$ cat src/rtl/tbd_pkg.sv
// Purpose: shared constants for the two-bank dram strobe controller pair
// Assumes: one 25 MHz clock, both ends synchronous to it
// Notes:   config layout and cycle figures below are shared by both ends
//
// Contract
// - controller drives strobes, address, refresh rows
// - program controller by i/o before accesses
// - config value rides address bits 12..3
// - top address config input held low
// - two-bank mode drives all four row strobes together
// - row request drops both banks' strobes together
// - bank 1 column strobes gated separately
// - options and low address give byte enables
// - global enable gates, byte enables choose strobes
// - byte enables plus state give bank1 enables
// - unselected write lanes get no column strobe
// - every read strobes all four lanes
// - page mode pulses per-bank strobe enables
// - column strobes suppressed during refresh
// - mux select low row, high column
// - address latch transparent while enable high
// - init mode rising load edge stores config
// - read/write mode falling edge steps column
// - latch enable low while column steps
// - column clock is OR of bank1 strobes
// - cache mode compares row and bank, flags hit
// - hit takes three cycles, miss six
// - refresh wins ties with accesses (program request wins over it), suspends bursts
package tbd_pkg;

   // -----------------------------------------------------------------
   // address layout (word address, bit 0 picks the interleaved bank)
   // -----------------------------------------------------------------
   localparam int ADDR_W   = 22;
   localparam int ROW_W    = 10;
   localparam int COL_W    = 10;
   localparam int CFG_W    = 11;
   localparam int LANES    = 4;
   localparam int RFR_W    = 9;
   localparam int COL_LSB  = 1;
   localparam int ROW_LSB  = 11;
   localparam int BANK_BIT = 21;
   localparam int IBANK_BIT = 0;

   // -----------------------------------------------------------------
   // configuration register field positions
   // -----------------------------------------------------------------
   localparam int CFG_TWO_BANK  = 1;
   localparam int CFG_CACHE     = 2;
   localparam int CFG_ROW_ONLY  = 5;
   localparam int CFG_BYTE_DEC  = 6;
   localparam int CFG_EXT_TIME  = 7;
   localparam logic [12:0] CFG_PATTERN = 13'h0730;
   localparam logic [CFG_W-1:0] CFG_RESET = 11'h000;

   // -----------------------------------------------------------------
   // mode control encodings
   // -----------------------------------------------------------------
   localparam logic [1:0] MODE_INIT = 2'h3;
   localparam logic [1:0] MODE_RW   = 2'h2;

   // -----------------------------------------------------------------
   // access option encodings
   // -----------------------------------------------------------------
   localparam logic [2:0] OPT_WORD = 3'h0;
   localparam logic [2:0] OPT_BYTE = 3'h1;
   localparam logic [2:0] OPT_HALF = 3'h2;

   // -----------------------------------------------------------------
   // timing
   // -----------------------------------------------------------------
   localparam int CLK_NS        = 40;
   localparam int REFR_ACT_NS   = 80;
   localparam int REFR_CYC      = (REFR_ACT_NS + CLK_NS - 1) / CLK_NS;
   localparam logic [1:0] REFR_CNT = 2'(REFR_CYC - 1);

   typedef enum logic [3:0] {
      ST_IDLE   = 4'b0000,
      ST_PROG   = 4'b0001,
      ST_PLOAD  = 4'b0010,
      ST_LATCH  = 4'b0011,
      ST_CHECK  = 4'b0100,
      ST_PRECH  = 4'b0101,
      ST_ROW    = 4'b0110,
      ST_MUXC   = 4'b0111,
      ST_STROBE = 4'b1000,
      ST_GAP    = 4'b1001,
      ST_RCLOSE = 4'b1010,
      ST_REFR   = 4'b1011
   } tbd_state_type;

endpackage

$ cat src/rtl/tbd_link_if.sv
// Purpose: pins between the strobe controller and its control logic
// Assumes: all signals synchronous to clk
// Notes:   one modport per end, no clocking block
`timescale 1ns/1ps
`default_nettype none
interface tbd_link_if;
   import tbd_pkg::*;
   logic                row_strobe_request_in;
   logic                column_strobe_global_enable;
   logic [LANES-1:0]    column_strobe_byte_enables;
   logic                row_column_mux_select;
   logic                addr_latch_enable;
   logic                load_or_column_clock;
   logic [1:0]          mode_control_inputs;
   logic [CFG_W-1:0]    address_config_inputs;
   logic [1:0]          bank_select;
   logic                refresh_cycle;
   logic [ADDR_W-1:0]   cpu_addr;
   logic                row_match_hit;

   modport ctrl (
      input  row_strobe_request_in, column_strobe_global_enable,
      input  column_strobe_byte_enables, row_column_mux_select,
      input  addr_latch_enable, load_or_column_clock,
      input  mode_control_inputs, address_config_inputs,
      input  bank_select, refresh_cycle, cpu_addr,
      output row_match_hit
   );
   modport logic_end (
      output row_strobe_request_in, column_strobe_global_enable,
      output column_strobe_byte_enables, row_column_mux_select,
      output addr_latch_enable, load_or_column_clock,
      output mode_control_inputs, address_config_inputs,
      output bank_select, refresh_cycle, cpu_addr,
      input  row_match_hit
   );
endinterface
`default_nettype wire

$ cat src/rtl/tbd_lane_dec.sv
// Purpose: byte lane enable decode from access options and low address
// Assumes: combinational, used inside the control logic end
// Notes:   reads always return the full word
`timescale 1ns/1ps
`default_nettype none
module tbd_lane_dec
   import tbd_pkg::*;
(
   // access description
   input  wire logic [2:0]        opt,
   input  wire logic [1:0]        low_addr,
   input  wire logic              is_write,
   // decoded lanes
   output logic [LANES-1:0]       byte_lane_enables
);
   // ----------------------------------------------------------------
   // decode
   // ----------------------------------------------------------------
   // lane 0 is the low byte of the word
   always_comb
   begin
      byte_lane_enables = 4'hf;
      if (is_write)
      begin
         case (opt)
            OPT_BYTE: byte_lane_enables = 4'(4'h1 << low_addr);
            OPT_HALF: byte_lane_enables = low_addr[1] ? 4'hc : 4'h3;
            default:  byte_lane_enables = 4'hf;
         endcase
      end
   end
endmodule
`default_nettype wire

$ cat src/rtl/tbd_mem_seq.sv
// Purpose: control logic end: programming, sequencing, bank 1 strobes
// Assumes: requester holds its request until acknowledged
// Notes:   refresh taken between beats; a single access is never split
`timescale 1ns/1ps
`default_nettype none
module tbd_mem_seq
   import tbd_pkg::*;
(
   // clock and reset
   input  wire logic              clk,
   input  wire logic              sys_rst,
   // link to controller
   tbd_link_if.logic_end          lnk,
   // requester side
   input  wire logic              program_req,
   input  wire logic              refresh_req,
   input  wire logic              acc_req,
   input  wire logic              acc_write,
   input  wire logic [2:0]        acc_opt,
   input  wire logic [ADDR_W+1:0] acc_addr,
   input  wire logic [3:0]        acc_beats,
   output logic                   acc_ack_r,
   output logic                   programmed_r,
   output logic                   refresh_ack_r,
   output logic [LANES-1:0]       bank1_strobe_enables_r
);
   tbd_state_type     st_r;
   logic [3:0]        beats_r;
   logic              bank_r;
   logic              rfr_pend_r;
   logic [1:0]        rcnt_r;
   logic [LANES-1:0]  byte_lane_enables;
   logic [LANES-1:0]  lanes_r;
   logic              more;

   tbd_lane_dec u_dec (
      .opt               (acc_opt),
      .low_addr          (acc_addr[1:0]),
      .is_write          (acc_write),
      .byte_lane_enables (byte_lane_enables)
   );

   assign more = beats_r != 4'h0;

   // fixed straps of this board
   assign lnk.bank_select           = 2'h0;
   assign lnk.address_config_inputs = {1'b0, CFG_PATTERN[12:3]};
   // column clock from bank 1 strobes, so the shared address holds
   assign lnk.load_or_column_clock  = (st_r == ST_PLOAD) |
                                      (|bank1_strobe_enables_r);

   // ----------------------------------------------------------------
   // sequencer
   // ----------------------------------------------------------------
   always_ff @(posedge clk or posedge sys_rst)
   begin
      if (sys_rst)
      begin
         st_r         <= ST_IDLE;
         programmed_r <= 1'b0;
         beats_r      <= 4'h0;
         bank_r       <= 1'b0;
         lanes_r      <= 4'h0;
         rcnt_r       <= 2'h0;
      end
      else
      begin
         case (st_r)
            ST_IDLE:
               if (program_req)
                  st_r <= ST_PROG;
               else if (rfr_pend_r || refresh_req)
                  st_r <= ST_RCLOSE;
               else if (acc_req && programmed_r)
               begin
                  beats_r <= acc_beats;
                  bank_r  <= acc_addr[IBANK_BIT + 2];
                  lanes_r <= byte_lane_enables;
                  st_r    <= ST_LATCH;
               end
            ST_PROG:
               st_r <= ST_PLOAD;
            ST_PLOAD:
            begin
               programmed_r <= 1'b1;
               st_r         <= ST_IDLE;
            end
            ST_LATCH:
               st_r <= ST_CHECK;
            ST_CHECK:
               st_r <= lnk.row_match_hit ? ST_STROBE : ST_PRECH;
            ST_PRECH:
               st_r <= ST_ROW;
            ST_ROW:
               st_r <= ST_MUXC;
            ST_MUXC:
               st_r <= ST_STROBE;
            ST_STROBE:
               st_r <= ST_GAP;
            ST_GAP:
               if (more && rfr_pend_r)
                  st_r <= ST_RCLOSE;
               else if (more)
               begin
                  beats_r <= beats_r - 4'h1;
                  bank_r  <= ~bank_r;
                  st_r    <= ST_STROBE;
               end
               else
                  st_r <= ST_IDLE;
            ST_RCLOSE:
            begin
               rcnt_r <= REFR_CNT;
               st_r   <= ST_REFR;
            end
            ST_REFR:
               if (rcnt_r != 2'h0)
                  rcnt_r <= rcnt_r - 2'h1;
               else if (more)
               begin
                  // the beat before the cut is done, so step past it
                  beats_r <= beats_r - 4'h1;
                  bank_r  <= ~bank_r;
                  st_r    <= ST_PRECH;
               end
               else
                  st_r <= ST_IDLE;
            default:
               st_r <= ST_IDLE;
         endcase
      end
   end

   // ----------------------------------------------------------------
   // refresh request capture, set beats clear
   // ----------------------------------------------------------------
   always_ff @(posedge clk or posedge sys_rst)
   begin
      if (sys_rst)
         rfr_pend_r <= 1'b0;
      else if (refresh_req)
         rfr_pend_r <= 1'b1;
      else if (st_r == ST_RCLOSE)
         rfr_pend_r <= 1'b0;
   end

   // ----------------------------------------------------------------
   // link drive
   // ----------------------------------------------------------------
   // row stays open between accesses so cache hits skip precharge
   always_ff @(posedge clk or posedge sys_rst)
   begin
      if (sys_rst)
      begin
         lnk.row_strobe_request_in       <= 1'b0;
         lnk.row_column_mux_select       <= 1'b0;
         lnk.addr_latch_enable           <= 1'b0;
         lnk.mode_control_inputs         <= MODE_RW;
         lnk.refresh_cycle               <= 1'b0;
         lnk.column_strobe_global_enable <= 1'b0;
         lnk.column_strobe_byte_enables  <= 4'h0;
         lnk.cpu_addr                    <= '0;
      end
      else
      begin
         lnk.mode_control_inputs <= (st_r == ST_PROG) ? MODE_INIT : MODE_RW;
         lnk.addr_latch_enable   <= (st_r == ST_IDLE && acc_req &&
                                     programmed_r && !rfr_pend_r &&
                                     !program_req && !refresh_req);
         lnk.cpu_addr            <= acc_addr[ADDR_W+1:2];
         lnk.refresh_cycle       <= (st_r == ST_RCLOSE) || (st_r == ST_REFR &&
                                                       rcnt_r != 2'h0);
         if (st_r == ST_PRECH || st_r == ST_RCLOSE)
            lnk.row_strobe_request_in <= 1'b0;
         else if (st_r == ST_ROW || (st_r == ST_REFR && rcnt_r != 2'h0))
            lnk.row_strobe_request_in <= 1'b1;
         else if (st_r == ST_REFR)
            lnk.row_strobe_request_in <= 1'b0;
         lnk.row_column_mux_select <= (st_r == ST_MUXC) ||
                                      (st_r == ST_STROBE) ||
                                      (st_r == ST_GAP && more) ||
                                      (st_r == ST_CHECK &&
                                       lnk.row_match_hit);
         lnk.column_strobe_byte_enables <= lanes_r;
         lnk.column_strobe_global_enable <= (st_r == ST_STROBE) &&
                                            !bank_r;
      end
   end

   // bank 1 strobes; refresh forced off since the buffer cannot
   always_ff @(posedge clk or posedge sys_rst)
   begin
      if (sys_rst)
         bank1_strobe_enables_r <= 4'h0;
      else if (st_r == ST_STROBE && bank_r && !lnk.refresh_cycle)
         bank1_strobe_enables_r <= lanes_r;
      else
         bank1_strobe_enables_r <= 4'h0;
   end

   // ----------------------------------------------------------------
   // handshakes
   // ----------------------------------------------------------------
   always_ff @(posedge clk or posedge sys_rst)
   begin
      if (sys_rst)
      begin
         acc_ack_r     <= 1'b0;
         refresh_ack_r <= 1'b0;
      end
      else
      begin
         acc_ack_r     <= (st_r == ST_GAP) && !more;
         refresh_ack_r <= (st_r == ST_RCLOSE);
      end
   end
endmodule
`default_nettype wire

$ cat src/flat_wrapper.sv
// flat-port wrapper written by rule: the top's interface ports become plain ports
module tbd_mem_seq_flat import tbd_pkg::*;
  (clk, sys_rst, program_req, refresh_req, acc_req, acc_write, acc_opt, acc_addr, acc_beats, acc_ack_r, programmed_r, refresh_ack_r, bank1_strobe_enables_r, lnk_row_strobe_request_in, lnk_column_strobe_global_enable, lnk_column_strobe_byte_enables, lnk_row_column_mux_select, lnk_addr_latch_enable, lnk_load_or_column_clock, lnk_mode_control_inputs, lnk_address_config_inputs, lnk_bank_select, lnk_refresh_cycle, lnk_cpu_addr, lnk_row_match_hit);
  tbd_link_if lnk_i ();
  input  wire logic clk;
  input  wire logic sys_rst;
  input  wire logic program_req;
  input  wire logic refresh_req;
  input  wire logic acc_req;
  input  wire logic acc_write;
  input  wire logic [2:0] acc_opt;
  input  wire logic [ADDR_W+1:0] acc_addr;
  input  wire logic [3:0] acc_beats;
  output logic acc_ack_r;
  output logic programmed_r;
  output logic refresh_ack_r;
  output logic [LANES-1:0] bank1_strobe_enables_r;
  output wire logic [$bits(lnk_i.row_strobe_request_in)-1:0] lnk_row_strobe_request_in;
  output wire logic [$bits(lnk_i.column_strobe_global_enable)-1:0] lnk_column_strobe_global_enable;
  output wire logic [$bits(lnk_i.column_strobe_byte_enables)-1:0] lnk_column_strobe_byte_enables;
  output wire logic [$bits(lnk_i.row_column_mux_select)-1:0] lnk_row_column_mux_select;
  output wire logic [$bits(lnk_i.addr_latch_enable)-1:0] lnk_addr_latch_enable;
  output wire logic [$bits(lnk_i.load_or_column_clock)-1:0] lnk_load_or_column_clock;
  output wire logic [$bits(lnk_i.mode_control_inputs)-1:0] lnk_mode_control_inputs;
  output wire logic [$bits(lnk_i.address_config_inputs)-1:0] lnk_address_config_inputs;
  output wire logic [$bits(lnk_i.bank_select)-1:0] lnk_bank_select;
  output wire logic [$bits(lnk_i.refresh_cycle)-1:0] lnk_refresh_cycle;
  output wire logic [$bits(lnk_i.cpu_addr)-1:0] lnk_cpu_addr;
  input wire logic [$bits(lnk_i.row_match_hit)-1:0] lnk_row_match_hit;
  assign lnk_row_strobe_request_in = lnk_i.row_strobe_request_in;
  assign lnk_column_strobe_global_enable = lnk_i.column_strobe_global_enable;
  assign lnk_column_strobe_byte_enables = lnk_i.column_strobe_byte_enables;
  assign lnk_row_column_mux_select = lnk_i.row_column_mux_select;
  assign lnk_addr_latch_enable = lnk_i.addr_latch_enable;
  assign lnk_load_or_column_clock = lnk_i.load_or_column_clock;
  assign lnk_mode_control_inputs = lnk_i.mode_control_inputs;
  assign lnk_address_config_inputs = lnk_i.address_config_inputs;
  assign lnk_bank_select = lnk_i.bank_select;
  assign lnk_refresh_cycle = lnk_i.refresh_cycle;
  assign lnk_cpu_addr = lnk_i.cpu_addr;
  assign lnk_i.row_match_hit = lnk_row_match_hit;
  tbd_mem_seq u_core (.clk(clk), .sys_rst(sys_rst), .lnk(lnk_i), .program_req(program_req), .refresh_req(refresh_req), .acc_req(acc_req), .acc_write(acc_write), .acc_opt(acc_opt), .acc_addr(acc_addr), .acc_beats(acc_beats), .acc_ack_r(acc_ack_r), .programmed_r(programmed_r), .refresh_ack_r(refresh_ack_r), .bank1_strobe_enables_r(bank1_strobe_enables_r));
endmodule
$ cat config.mk
export PLATFORM = sky130hd
export DESIGN_NAME = tbd_mem_seq_flat
export DESIGN_NICKNAME = d
export VERILOG_FILES = /design/src/rtl/tbd_pkg.sv /design/src/rtl/tbd_link_if.sv /design/src/rtl/tbd_lane_dec.sv /design/src/rtl/tbd_mem_seq.sv /design/src/flat_wrapper.sv
export SDC_FILE = /design/constraint.sdc
export NUM_CORES = 1
export LEC_CHECK = 0
export BUFFER_PORTS_ARGS = -buffer_cell sky130_fd_sc_hd__buf_2
export CORE_MARGIN = 3
export CORE_UTILIZATION = 35
export CTS_CLUSTER_DIAMETER = 200
export DETAILED_ROUTE_END_ITERATION = 7
export GPL_TIMING_DRIVEN = 1
export HOLD_SLACK_MARGIN = 0.08
export PLACE_DENSITY = 0.59
export SLEW_MARGIN = 20
export SYNTH_ARGS = -nofsm -noshare
export SYNTH_HDL_FRONTEND = slang
export SYNTH_SLANG_ARGS = --single-unit
$ cat constraint.sdc
create_clock -name clk -period 2.5 [get_ports clk]
set_clock_uncertainty 0.15 [all_clocks]
set_input_delay 0.375 -clock clk [delete_from_list [all_inputs] [get_ports clk]]
set_output_delay 0.375 -clock clk [all_outputs]
set_load 0.01 [all_outputs]
==> reports/qor.log <==
[yosys] dominant register cell in the synthesized netlist sky130_fd_sc_hd__dfrtp_1
[global_routing] number of antenna violations at the first check in global routing 0
[place] total of buffers placed on input and output ports 77
[yosys] netlist area before placement 2390 µm²
[power] sequential share of power 0.433
[worst_setup_path] worst-case reg-to-reg path depth 6
[timing] fraction of the cycle the final worst path needs 0.8811
[yosys] synth unique cells 49
[hold_path] instance count along the most critical hold path 2
[cells_and_area] share of cells above drive strength 1 0.3333
[route] ANT nets after route 0
[yosys] Seq cells post-synth 55
[run_status] result of the run complete, no violations
[worst_setup_path] maximum net fanout on the critical path 8
[power] part of the power in combinational logic 0.393
[timing] final hold violations 0
[global_routing] Overall Global Routing Usage 0.1385
[floorplan] number of top-level pins 92
[worst_setup_path] category of the worst setup path launch point flop
[power] internal cell power 0.001765 W
[yosys] part of the Yosys area used for sequential elements 0.5759
[route] First-pass DRT Iterations 4
[timing] Post-Route Setup TNS 0 ns
[floorplan] height of the die 88.63 µm
[cells_and_area] net total in the final layout 354
[yosys] post-synthesis average cell area 11.43 µm²
[cells_and_area] Multi-input gate area 872.1 µm²
[clock_tree] CTS tree built
[hold_path] type of the most critical hold path primary input to flop
[power] power per cell area 893.5 nW/µm²
[cells_and_area] Filler Cells Inserted 604
[clock_tree] clk root buf sky130_fd_sc_hd__clkbuf_8
[clock_tree] H-tree depth 2
[timing] Tightest Pin Transition 0.5556 ns
[floorplan] Die X-Extent 88.63 µm
[power] sw power 0.001034 W
[cells_and_area] commonest non-fill, non-tap cells in the layout 77 x sky130_fd_sc_hd__buf_2, 55 x sky130_fd_sc_hd__dfrtp_1, 23 x sky130_fd_sc_hd__dlygate4sd3_1
[timing] count of pins over their slew limit 0
[yosys] number of enable flip-flop cells after synthesis 0
[power] cell leakage power 1.544 nW
[clock_tree] number of buffers between clock root and the deepest sink 2
[worst_setup_path] Critical Path Sink Type flop
[yosys] number of warnings issued by yosys 0
[timing] post-layout minimum cycle time 2.203 ns
[timing] RSZ-0062 raised after global routing false
[route] average wire per standard cell 13.91 µm
[clock_tree] setup fix buffers added after clock tree synthesis 0
[floorplan] starting density of the core 0.3679
[place] placer congestion estimate 0.8351
[global_routing] largest net degree at the start of global routing 32
[global_routing] global-route congestion overflow total 0
[yosys] Post-Syn Instances 209
[clock_tree] Resize count post-CTS 0
[power] clock network power share 0.174
[yosys] share of synthesized registers carrying an async set or reset 1.000
[route] DR iter-0 viols 42
[place] detailed placement HPWL 3.901 mm
[worst_setup_path] data arrival time of the worst path 2.25 ns
[clock_tree] clock latency of the later-clocked register in the worst-skew pair 0.30 ns
[clock_tree] number of buffers created by CTS 5
[clock_tree] hold-fix buffer count after cts 23
[worst_setup_path] worst setup path class flop to flop
[clock_tree] Num Clock Sinks 55
[route] final WL 5.411 mm
[timing] Achievable Freq 454.0 MHz
[cells_and_area] most frequent standard cell in the layout excluding fill and tap cells sky130_fd_sc_hd__buf_2
[timing] Setup violations, final 0
[run] Max-Cap Viols 0
[cells_and_area] area growth from synthesis to final layout 31.10%
[clock_tree] clock edge transition at the registers on the reported setup and hold paths 0.10 ns
[cells_and_area] final cell utilization of the core 0.4824
[timing] headroom to the max-slew limit 0.6291
[global_routing] global-route wire length before repair 8.314 mm
[route] detailed-route DRC error count 0
[cells_and_area] Register Area 1376 µm²
[route] number of vias per cell after detailed routing 4.702
[cells_and_area] number of antenna repair diodes 0
[worst_setup_path] Worst Path Required 2.55 ns
[global_routing] via count of the first global-routing pass 1,687
[power] Worst VDD drop 326.4 µV
[floorplan] core area 6495 µm²
[floorplan] die footprint 7855 µm²
[floorplan] standard-cell rows 29
[power] switching part of the total 0.3695
[route] Via Count 1,829
through the flow:
stage / worst slack [ns] / cells / cell area [µm²] / hold slack, ns / power (W)
2_1_floorplan: 0.5113 / 221 / 2435 / 0.2169 / 0.002015
3_3_place_gp: 0.3780 / 358 / 2814 / 0.2359 / 0.002286
3_5_place_dp: 0.3005 / 358 / 2814 / 0.2345 / 0.002312
4_1_cts: 0.2793 / 389 / 3133 / 0.09901 / 0.002839
5_1_grt: 0.1265 / 389 / 3133 / 0.1013 / 0.003028
6_report: 0.2973 / 389 / 3133 / 0.1153 / 0.002799
power by group through the flow:
stage	sequential (W)	combinational [W]	clock, W
4_1_cts	0.00121	0.00111	0.000514
3_5_place_dp	0.00123	0.00108	0
2_1_floorplan	0.00121	0.000801	0
3_3_place_gp	0.00122	0.00106	0
6_report	0.00121	0.00110	0.000487
5_1_grt	0.00124	0.00124	0.000543
cell usage after synthesis (all sizes together), types with 2 or more instances:
cell type,n,area share
a2111oi,2,0.0084
a21oi,8,0.023
a2bb2oi,2,0.0073
a31oi,2,0.014
and2,6,0.016
and3,2,0.0052
and4b,2,0.0099
buf,21,0.061
conb,2,0.0031
dfrtp,55,0.58
ha,5,0.026
inv,11,0.017
nand2,12,0.019
nand2b,6,0.016
nand3,4,0.0084
nand3b,2,0.0063
nor2,18,0.028
nor2b,3,0.0089
nor3,7,0.019
nor3b,3,0.0094
nor4,3,0.0079
o21ai,11,0.023
o21bai,2,0.0063
o2bb2ai,2,0.0073
o31ai,2,0.0063
or3b,2,0.0094
critical path: stages (launching register included):
cell and delay (ns):
sky130_fd_sc_hd__dfrtp_1 0.41, sky130_fd_sc_hd__inv_1 0.09, sky130_fd_sc_hd__ha_1 0.28, sky130_fd_sc_hd__nor4b_4 0.40, sky130_fd_sc_hd__a31oi_2 0.14, sky130_fd_sc_hd__nor3_4 0.31, sky130_fd_sc_hd__mux2_4 0.32
routing by layer:
metal  track usage  vias up  wire (µm)
met5             0        -          0
met4       0.04945        0         87
met3       0.03724        8        399
met2        0.2294       82       2597
met1        0.1739      852       2326
li1              -      887          -
logic make-up after synthesis:
group	Yosys count	share of synthesized area
AND/OR/NAND/NOR	73	0.1785
flip-flops	55	0.5759
AO/OA/AOI/OAI	40	0.1283
buffers and inverters	32	0.07801
adder cells (fa/ha/maj)	5	0.02618
other	2	0.003143
XOR/XNOR	1	0.003666
multiplexers	1	0.006281
path summary, 6_finish.rpt:
kind / start / end / slack (ns)
hold reg to reg: u_core.lanes_r[2] / u_core.lnk.column_strobe_byte_enables[2] / 0.25
setup / recovery: u_core.st_r[2] / u_core.beats_r[1] / 0.30
max in group asynchronous: sys_rst / u_core.lnk.row_column_mux_select / 1.12
min in group asynchronous: sys_rst / u_core.lnk.cpu_addr[16] / 0.53
hold / removal: refresh_req / u_core.rfr_pend_r / 0.12
setup reg to reg: u_core.st_r[2] / u_core.beats_r[1] / 0.30
final cells by class:
class | instances | share of cell area
clock inverter | 2 | 0.005192
sequential | 55 | 0.4393
tap | 77 | 0.03075
inverter | 11 | 0.01318
clock buffer | 6 | 0.02316
multi-input combinational | 134 | 0.2784
timing repair buffer | 104 | 0.2101
registers in the layout (all words and copies together) (netlist names), 2 cells and up:
signal,count
u_core.lnk.cpu_addr,22
u_core.bank1_strobe_enables_r,4
u_core.beats_r,4
u_core.lanes_r,4
u_core.lnk.column_strobe_byte_enables,4
u_core.st_r,4
u_core.rcnt_r,2
(Power assumes the default switching activity.)
